[config.mk]
export PLATFORM = sky130hd
export DESIGN_NAME = plf_top
export DESIGN_NICKNAME = d
export VERILOG_FILES = /design/src/hdl/plf_pkg.sv /design/src/hdl/plf_top.sv /design/src/hdl/plf_i2c_target.sv
export VERILOG_INCLUDE_DIRS = /design/src /design/src/hdl
export SDC_FILE = /design/constraint.sdc
export NUM_CORES = 1
export LEC_CHECK = 0
export BUFFER_PORTS_ARGS = -buffer_cell sky130_fd_sc_hd__clkbuf_2
export CAP_MARGIN = 40
export CORE_MARGIN = 4
export CORE_UTILIZATION = 55
export CTS_BUF_LIST = sky130_fd_sc_hd__clkbuf_16
export CTS_CLUSTER_DIAMETER = 120
export DETAILED_ROUTE_END_ITERATION = 12
export PLACE_DENSITY = 0.77
export SYNTH_ARGS = -nofsm -noshare
export SYNTH_HDL_FRONTEND = slang
export SYNTH_HIERARCHICAL = 1
export SYNTH_SLANG_ARGS = --single-unit
[constraint.sdc]
create_clock -name clk -period 4.5 [get_ports clk]
set_input_delay 0.225 -clock clk [delete_from_list [all_inputs] [get_ports clk]]
set_output_delay 0.225 -clock clk [all_outputs]
set_load 0.05 [all_outputs]
[src/hdl/plf_defines.svh]
// constants for the four-channel lock flag and reference select block
// assumes one 40 MHz clock and an active-low asynchronous reset
//
// What this block does
// with its flag enable set, a channel drives its loss-of-lock pin, by default 0 locked, 1 unlocked.
// with its flag enable clear, a channel leaves its loss-of-lock pin undriven.
// each channel's polarity bit sets the active level of its loss-of-lock pin.
// each channel's lock state always shows in a read-only status bit, pin enabled or not.
// select input low takes input clock one, high takes the reference oscillator.
// the system holds every select input high or low, and high for an unused channel.
// each output pair follows its format field; CMOS drives both pins alike, in phase.
// registers are reached as an I2C target: clock in only, data two-way.
// reset restores all register defaults and holds the clock outputs undriven until programmed.
// enable, polarity, status and format are kept apart for each of the four channels.
`ifndef PLF_DEFINES_SVH
`define PLF_DEFINES_SVH

`define PLF_CHANNELS 4
`define PLF_I2C_ADDR 7'h68
// register map: one byte per channel, then status
`define PLF_REG_CH0 8'h00
`define PLF_REG_STATUS 8'h04
// channel register fields
`define PLF_BIT_LOL_EN 0
`define PLF_BIT_LOL_POL 1
`define PLF_FMT_LSB 2
`define PLF_FMT_MSB 4
// reset values: flag driven, active high, clock outputs off
`define PLF_RST_LOL_EN 1'b1
`define PLF_RST_LOL_POL 1'b1
`define PLF_BITS_PER_BYTE 4'h8

`endif

[src/hdl/plf_pkg.sv]
// types shared by the lock flag block and its serial register port
// assumes plf_defines.svh is compiled alongside
package plf_pkg;

  typedef enum logic [2:0] {
    PLF_FMT_OFF,
    PLF_FMT_LVPECL,
    PLF_FMT_LVDS,
    PLF_FMT_CML,
    PLF_FMT_CMOS
  } plf_fmt_t;

  typedef struct packed {
    logic lock_flag_pin_enable;
    logic lock_flag_polarity;
    plf_fmt_t output_format_select;
  } plf_chan_cfg_t;

  typedef enum logic [2:0] {
    PLF_I2C_IDLE,
    PLF_I2C_ADDR,
    PLF_I2C_ACK_ADDR,
    PLF_I2C_REG,
    PLF_I2C_ACK,
    PLF_I2C_WRITE,
    PLF_I2C_READ,
    PLF_I2C_READ_ACK
  } plf_i2c_st_t;

  typedef struct packed {
    plf_i2c_st_t st;
    logic scl1, scl2, scl3;
    logic sda1, sda2, sda3;
    logic [3:0] bcnt;
    logic [7:0] shreg;
    logic [7:0] ptr;
    logic [7:0] waddr;
    logic [7:0] wdata;
    logic wr;
    logic oe;
    logic nack;
  } plf_i2c_state_t;

endpackage

[src/hdl/plf_top.sv]
// four-channel lock flag, reference select and output format control
// assumes lock, clock and select levels arrive asynchronously from pins or analog
`timescale 1ns/1ps
`include "plf_defines.svh"
module plf_top (
  // clock and reset
  input wire logic clk,
  input wire logic resetn,
  // serial register port
  input wire logic scl,
  input wire logic sda_in,
  output logic sda_out,
  output logic sda_oe,
  // per channel analog and pin inputs, plus the one shared reference oscillator
  input wire logic [3:0] pll_locked,
  input wire logic [3:0] ref_select_in,
  input wire logic [3:0] input_clock_one,
  input wire logic reference_oscillator,
  input wire logic [3:0] pll_clk,
  // lock flag pins and status
  output logic [3:0] loss_of_lock_out,
  output logic [3:0] loss_of_lock_oe,
  output logic [3:0] lock_status_bit,
  // selected source and output clock pins
  output logic [3:0] src_clk,
  output logic [3:0] output_clock_pos,
  output logic [3:0] output_clock_neg,
  output logic [3:0] output_clock_oe
);
  typedef struct packed {
    plf_pkg::plf_chan_cfg_t [3:0] cfg;
    logic [3:0] lock1, lock2;
    logic [3:0] sel1, sel2;
    logic [3:0] in1, in2;
    logic osc1, osc2;
    logic [3:0] pclk1, pclk2;
    logic [3:0] lol, lol_oe, status, src, ckp, ckn, ckoe;
    logic [2:0] warm;
  } plf_top_state_t;

  plf_top_state_t s_r, s_nxt;
  logic [1:0] rst_sync_r;
  logic rst_n_s;
  logic [7:0] rdata, ptr, waddr, wdata;
  logic wr_stb, i2c_oe;

  // reset released through two flops, asserted at once
  always_ff @(posedge clk or negedge resetn) begin
    if (!resetn) begin
      rst_sync_r <= 2'h0;
    end else begin
      rst_sync_r <= {rst_sync_r[0], 1'b1};
    end
  end
  assign rst_n_s = rst_sync_r[1];

  plf_i2c_target u_i2c (
    .clk(clk),
    .rst_n(rst_n_s),
    .scl_in(scl),
    .sda_in(sda_in),
    .sda_oe(i2c_oe),
    .rdata(rdata),
    .ptr(ptr),
    .wr_stb(wr_stb),
    .waddr(waddr),
    .wdata(wdata)
  );

  // read mux; unmapped pointers read zero
  always_comb begin
    rdata = 8'h00;
    if (ptr < `PLF_REG_STATUS) begin
      rdata[`PLF_BIT_LOL_EN] = s_r.cfg[ptr[1:0]].lock_flag_pin_enable;
      rdata[`PLF_BIT_LOL_POL] = s_r.cfg[ptr[1:0]].lock_flag_polarity;
      rdata[`PLF_FMT_MSB:`PLF_FMT_LSB] = s_r.cfg[ptr[1:0]].output_format_select;
    end else if (ptr == `PLF_REG_STATUS) begin
      rdata = {4'h0, s_r.status};
    end
  end

  always_comb begin
    s_nxt = s_r;
    s_nxt.lock1 = pll_locked;
    s_nxt.lock2 = s_r.lock1;
    s_nxt.sel1 = ref_select_in;
    s_nxt.sel2 = s_r.sel1;
    s_nxt.in1 = input_clock_one;
    s_nxt.in2 = s_r.in1;
    s_nxt.osc1 = reference_oscillator;
    s_nxt.osc2 = s_r.osc1;
    s_nxt.pclk1 = pll_clk;
    s_nxt.pclk2 = s_r.pclk1;
    // pipeline still holds reset values until this saturates
    s_nxt.warm = (s_r.warm == 3'h4) ? s_r.warm : s_r.warm + 3'h1;
    // only the addressed channel's byte changes
    if (wr_stb && waddr < `PLF_REG_STATUS) begin
      s_nxt.cfg[waddr[1:0]].lock_flag_pin_enable = wdata[`PLF_BIT_LOL_EN];
      s_nxt.cfg[waddr[1:0]].lock_flag_polarity = wdata[`PLF_BIT_LOL_POL];
      s_nxt.cfg[waddr[1:0]].output_format_select =
        plf_pkg::plf_fmt_t'(wdata[`PLF_FMT_MSB:`PLF_FMT_LSB]);
    end
    for (int i = 0; i < `PLF_CHANNELS; i++) begin
      // polarity 1 flags unlock high, 0 flags it low
      s_nxt.lol[i] = s_r.lock2[i] ^ s_r.cfg[i].lock_flag_polarity;
      s_nxt.lol_oe[i] = s_r.cfg[i].lock_flag_pin_enable;
      s_nxt.status[i] = s_r.lock2[i];
      s_nxt.src[i] = s_r.sel2[i] ? s_r.osc2 : s_r.in2[i];
      unique case (s_r.cfg[i].output_format_select)
        plf_pkg::PLF_FMT_CMOS: begin
          s_nxt.ckp[i] = s_r.pclk2[i];
          s_nxt.ckn[i] = s_r.pclk2[i];
          s_nxt.ckoe[i] = 1'b1;
        end
        plf_pkg::PLF_FMT_LVPECL, plf_pkg::PLF_FMT_LVDS, plf_pkg::PLF_FMT_CML: begin
          s_nxt.ckp[i] = s_r.pclk2[i];
          s_nxt.ckn[i] = ~s_r.pclk2[i];
          s_nxt.ckoe[i] = 1'b1;
        end
        default: begin
          // off and the three unused codes keep the pair undriven
          s_nxt.ckp[i] = 1'b0;
          s_nxt.ckn[i] = 1'b0;
          s_nxt.ckoe[i] = 1'b0;
        end
      endcase
    end
  end

  always_ff @(posedge clk or negedge rst_n_s) begin
    if (!rst_n_s) begin
      s_r <= '0;
      for (int i = 0; i < `PLF_CHANNELS; i++) begin
        s_r.cfg[i].lock_flag_pin_enable <= `PLF_RST_LOL_EN;
        s_r.cfg[i].lock_flag_polarity <= `PLF_RST_LOL_POL;
        s_r.cfg[i].output_format_select <= plf_pkg::PLF_FMT_OFF;
      end
    end else begin
      s_r <= s_nxt;
    end
  end

  // open drain: the pin is only ever pulled low
  assign sda_out = 1'b0;
  assign sda_oe = i2c_oe;
  assign loss_of_lock_out = s_r.lol;
  assign loss_of_lock_oe = s_r.lol_oe;
  assign lock_status_bit = s_r.status;
  assign src_clk = s_r.src;
  assign output_clock_pos = s_r.ckp;
  assign output_clock_neg = s_r.ckn;
  assign output_clock_oe = s_r.ckoe;

  logic [3:0] en_v, pol_v, cmos_v;
  always_comb begin
    for (int i = 0; i < `PLF_CHANNELS; i++) begin
      en_v[i] = s_r.cfg[i].lock_flag_pin_enable;
      pol_v[i] = s_r.cfg[i].lock_flag_polarity;
      cmos_v[i] = s_r.cfg[i].output_format_select == plf_pkg::PLF_FMT_CMOS;
    end
  end
endmodule // plf_top

[src/hdl/plf_i2c_target.sv]
// I2C target: pointer byte, then data bytes written or read, pointer auto-increments
// assumes scl and sda arrive from pins; sda is open drain, pulled high outside
`timescale 1ns/1ps
`include "plf_defines.svh"
module plf_i2c_target (
  // clock and reset
  input wire logic clk,
  input wire logic rst_n,
  // serial pins
  input wire logic scl_in,
  input wire logic sda_in,
  output logic sda_oe,
  // register side
  input wire logic [7:0] rdata,
  output logic [7:0] ptr,
  output logic wr_stb,
  output logic [7:0] waddr,
  output logic [7:0] wdata
);
  plf_pkg::plf_i2c_state_t s_r, s_nxt;
  logic scl_rise, scl_fall, start_c, stop_c;

  // edges and conditions only from the second sync stage onward
  assign scl_rise = s_r.scl2 & ~s_r.scl3;
  assign scl_fall = ~s_r.scl2 & s_r.scl3;
  assign start_c = s_r.scl2 & s_r.sda3 & ~s_r.sda2;
  assign stop_c = s_r.scl2 & ~s_r.sda3 & s_r.sda2;

  always_comb begin
    s_nxt = s_r;
    s_nxt.scl1 = scl_in;
    s_nxt.scl2 = s_r.scl1;
    s_nxt.scl3 = s_r.scl2;
    s_nxt.sda1 = sda_in;
    s_nxt.sda2 = s_r.sda1;
    s_nxt.sda3 = s_r.sda2;
    s_nxt.wr = 1'b0;
    if (start_c) begin
      s_nxt.st = plf_pkg::PLF_I2C_ADDR;
      s_nxt.bcnt = 4'h0;
      s_nxt.oe = 1'b0;
    end else if (stop_c) begin
      s_nxt.st = plf_pkg::PLF_I2C_IDLE;
      s_nxt.oe = 1'b0;
    end else begin
      unique case (s_r.st)
        plf_pkg::PLF_I2C_IDLE: begin
        end
        plf_pkg::PLF_I2C_ADDR, plf_pkg::PLF_I2C_REG, plf_pkg::PLF_I2C_WRITE: begin
          if (scl_rise) begin
            s_nxt.shreg = {s_r.shreg[6:0], s_r.sda2};
            s_nxt.bcnt = s_r.bcnt + 4'h1;
          end else if (scl_fall && s_r.bcnt == `PLF_BITS_PER_BYTE) begin
            s_nxt.oe = 1'b1;
            s_nxt.bcnt = 4'h0;
            if (s_r.st == plf_pkg::PLF_I2C_ADDR) begin
              if (s_r.shreg[7:1] == `PLF_I2C_ADDR) begin
                s_nxt.st = plf_pkg::PLF_I2C_ACK_ADDR;
              end else begin
                s_nxt.st = plf_pkg::PLF_I2C_IDLE;
                s_nxt.oe = 1'b0;
              end
            end else if (s_r.st == plf_pkg::PLF_I2C_REG) begin
              s_nxt.ptr = s_r.shreg;
              s_nxt.st = plf_pkg::PLF_I2C_ACK;
            end else begin
              s_nxt.wr = 1'b1;
              s_nxt.waddr = s_r.ptr;
              s_nxt.wdata = s_r.shreg;
              s_nxt.ptr = s_r.ptr + 8'h01;
              s_nxt.st = plf_pkg::PLF_I2C_ACK;
            end
          end
        end
        plf_pkg::PLF_I2C_ACK_ADDR: begin
          if (scl_fall) begin
            if (s_r.shreg[0]) begin
              s_nxt.shreg = rdata;
              s_nxt.oe = ~rdata[7];
              s_nxt.st = plf_pkg::PLF_I2C_READ;
            end else begin
              s_nxt.oe = 1'b0;
              s_nxt.st = plf_pkg::PLF_I2C_REG;
            end
          end
        end
        plf_pkg::PLF_I2C_ACK: begin
          if (scl_fall) begin
            s_nxt.oe = 1'b0;
            s_nxt.st = plf_pkg::PLF_I2C_WRITE;
          end
        end
        plf_pkg::PLF_I2C_READ: begin
          if (scl_fall) begin
            if (s_r.bcnt == 4'h7) begin
              s_nxt.oe = 1'b0;
              s_nxt.ptr = s_r.ptr + 8'h01;
              s_nxt.st = plf_pkg::PLF_I2C_READ_ACK;
            end else begin
              s_nxt.shreg = {s_r.shreg[6:0], 1'b0};
              s_nxt.oe = ~s_r.shreg[6];
              s_nxt.bcnt = s_r.bcnt + 4'h1;
            end
          end
        end
        plf_pkg::PLF_I2C_READ_ACK: begin
          if (scl_rise) begin
            s_nxt.nack = s_r.sda2;
          end else if (scl_fall) begin
            s_nxt.bcnt = 4'h0;
            if (s_r.nack) begin
              s_nxt.st = plf_pkg::PLF_I2C_IDLE;
            end else begin
              s_nxt.shreg = rdata;
              s_nxt.oe = ~rdata[7];
              s_nxt.st = plf_pkg::PLF_I2C_READ;
            end
          end
        end
      endcase
    end
  end

  always_ff @(posedge clk or negedge rst_n) begin
    if (!rst_n) begin
      s_r <= '{st: plf_pkg::PLF_I2C_IDLE, scl1: 1'b1, scl2: 1'b1, scl3: 1'b1,
               sda1: 1'b1, sda2: 1'b1, sda3: 1'b1, default: '0};
    end else begin
      s_r <= s_nxt;
    end
  end

  assign sda_oe = s_r.oe;
  assign ptr = s_r.ptr;
  assign wr_stb = s_r.wr;
  assign waddr = s_r.waddr;
  assign wdata = s_r.wdata;
endmodule // plf_i2c_target

==> results list <==
- Registers take 3250 sq um.
- Total Nets Final: 548
* GRT busiest layer: met2
- Global-route track usage on met3: 4.80%
- Mean cell area of the mapped netlist: 12.1 sq um
* Fraction of power consumed by combinational cells: 14.8%
- The routed layout has 3803 vias.
- Setup Fix Bufs, Post-CTS: 0
- Number of buffers inserted during clock tree synthesis: 17
- Vias per cell: 5.65
* Final global-route overflow total: 0
- In the final layout, the multi-input gates occupy 2230 sq um.
- Summing every instance area after synthesis gives 5980 sq um.
* Met1 track demand over resource in global routing: 23.7%
- Maximum fanout count along the critical path: 29
* Aggregate global-route resource usage: 18.7%
- After floorplanning, the core was sized to cover 10500 sq um.
- At the pin with the least slew margin, the transition time is 900 ps.
* Number of clock sinks: 129
- Biggest cell delay along the critical path: 930 ps
* Number of global-route vias before repair: 3899
- From left edge to right edge, the die measures 112 microns.
- Clock-pin slew was measured on the worst setup and hold paths at 60 ps.
- Kind of end point of the critical path: register
- Detailed-route wire length per cell: 16.5 microns
- CTS tree: done
- After technology mapping, the gate count stands at 494.
- Clock buffer depth: 2
* Final period utilization: 59.5%
* Worst ir drop on vdd: 0.428 mV
* Post-route minimum period: 2680 ps
- The worst pin sits at a relative slew slack of 40.0%.
- Outcome: finished, final reports clean
- In the post-route analysis, the smallest setup slack over all paths is 1820 ps.
- Clk Latency, worst-skew pair: 410 ps
* Net switching fraction of the power: 28.1%
- Once layout is complete, the cells apart from fillers number 673.
- Setup total negative slack on the finished layout was measured at 0 ps.
- OpenSTA, run right after detailed placement, puts the worst setup slack at 1890 ps.
- After detailed routing, the total wire length is 11100 microns.
- Global routing used 31.0% of the available met2 tracks.
- In the routed design, unresolved DRC markers number 0.
- Post-synthesis to final-layout area growth: 13.7%
* Initial antenna violation count: 0
- Max-cap violations in this run came to 0.
* IO Pins: 51
- CP Class: register to register
- Part of the power in registers: 42.2%
* Cts repair resizes: 0
- The final max-slew violation count came to 0.
- Count of input and output buffers: 49
* First-pass GRT wire length: 19100 microns
* Root buffer cell: sky130_fd_sc_hd__clkbuf_16
- The min-delay analysis places its worst path in the category input pin to async pin.
- Proportion of layout cells with a drive suffix above 1: 31.8%
* HPWL after DPL: 7430 microns
- The die covers 12600 sq um.
- Cell internal power was estimated by the tool at 2.46 mW.
- Number of inserted filler cells in the final layout: 768
- For this configuration, the core starts out at a cell density of 57.2%.
- Setup repair after global routing missed its margin: false
* Htree depth: 4
- Kind of start point of the critical path: register
- Fmax: 0.374 GHz
* Antenna diode count: 0
* Standard-cell row count: 37
- Standard cell with the maximum stage delay on the critical path: sky130_fd_sc_hd__dfrtp_1
* Last weighted congestion value of the routability-driven placer: 0.837
* DRT antenna net count: 0
* Data arrival, critical path: 2970 ps
- CP cell instances: and3b_1, a41oi_2, nor4_4, o21ai_1, mux2_2
- Cell leakage power: 3.09 nW
- Including well taps, the total number of placed cells is 621.
* YS warnings: 6
* Pin count of the biggest net entering global routing: 55
- The die is 112 microns tall.
- Starting DRT DRC Count: 298
- Power density normalized to cell area: 504 nW/um^2
* Clock network power share: 43.0%
- The first TritonRoute pass finished after 6 iterations.
- Required @ worst endpoint: 4790 ps
* Switching pwr: 965 uW
- The number of endpoints with negative hold slack in the final report was 0.
* Clock Skew: 7.15 ps
- Endpoints failing setup: 0
## final timing paths
| kind | from | endpoint | slack [ps] | cells after the start |
|---|---|---|---|---|
| setup / recovery | u_i2c/s_r[46] | u_i2c/ptr[0] | 1820 | 5 |
| hold / removal | resetn | rst_sync_r[1] | 170 | 2 |
| setup reg to reg | u_i2c/s_r[46] | u_i2c/ptr[0] | 1820 | 5 |
| hold reg to reg | rst_sync_r[1] | u_i2c/s_r[33] | 270 | 0 |
| max in group asynchronous | rst_sync_r[1] | u_i2c/s_r[28] | 3210 | 1 |
| min in group clk | s_nxt[34] | s_r[34] | 340 | 0 |
## per-stage QoR
stage,util (%),total power [mW],hold WS [ps],cell area (sq um)
6_report,65.0,3.43,166,6800
5_1_grt,65.0,3.59,173,6800
4_1_cts,65.0,3.45,121,6800
3_5_place_dp,57.0,1.95,13.3,5960
3_3_place_gp,57.0,1.93,9.75,5960
2_1_floorplan,-,1.86,-70.6,6010
## per-layer routing
layer	share of wire [%]	wire length (microns)
met1	42	4710
met2	50	5610
met3	5.3	586
met4	1.8	197
met5	0	0
## what timing repair did
| action | 4_1_cts | 5_1_grt |
|---|---|---|
| hold buffers | 20 | 0 |
| hold endpoints to repair | 21 | 0 |
| setup endpoints to repair | 0 | 0 |
## layout by cell type, fill, tap and decap left out, types with 6 or more instances in the layout
cell type,count
sky130_fd_sc_hd__clkbuf_16,17
sky130_fd_sc_hd__clkbuf_2,49
sky130_fd_sc_hd__nand2_1,30
sky130_fd_sc_hd__inv_1,13
sky130_fd_sc_hd__and2_1,7
sky130_fd_sc_hd__a22oi_1,6
sky130_fd_sc_hd__mux2_2,49
sky130_fd_sc_hd__o22ai_1,8
sky130_fd_sc_hd__dlygate4sd3_1,20
sky130_fd_sc_hd__dfstp_2,14
sky130_fd_sc_hd__nor2_1,16
sky130_fd_sc_hd__dfrtp_1,114
sky130_fd_sc_hd__nand2b_1,8
sky130_fd_sc_hd__o21ai_0,14
sky130_fd_sc_hd__conb_1,9
sky130_fd_sc_hd__nand3_1,11
sky130_fd_sc_hd__a21oi_1,22
sky130_fd_sc_hd__a221oi_1,12
## final cells by class
class	count	share of cell area, %
Sequential cell	129	47.8
Clock buffer	17	6.26
Timing Repair Buffer	71	6.77
Multi-Input combinational cell	292	32.8
Tap cell	136	2.50
Clock inverter	15	3.16
Inverter	13	0.718
## state kept, by name, indices dropped and copies added (netlist names), 5 cells and up
signal       cells
s_nxt           21
u_i2c/wdata      5
u_i2c/s_r       18
s_r             25
u_i2c/ptr        8
u_i2c/waddr      8
## power groups by stage
stage,sequential (mW),clock (mW),combinational (mW)
2_1_floorplan,1.36,0,0.501
3_3_place_gp,1.46,0,0.474
3_5_place_dp,1.46,0,0.487
4_1_cts,1.44,1.50,0.507
5_1_grt,1.47,1.56,0.566
6_report,1.45,1.47,0.507
## worst max-delay path: cells and delay by family, from the launching register on
family / cells / cell delay [ps]
AO/OA/AOI/OAI: 2 / 220
flip-flops: 1 / 930
multiplexers: 1 / 290
AND/OR/NAND/NOR: 2 / 1110
Power figures use the tool's default switching activity.
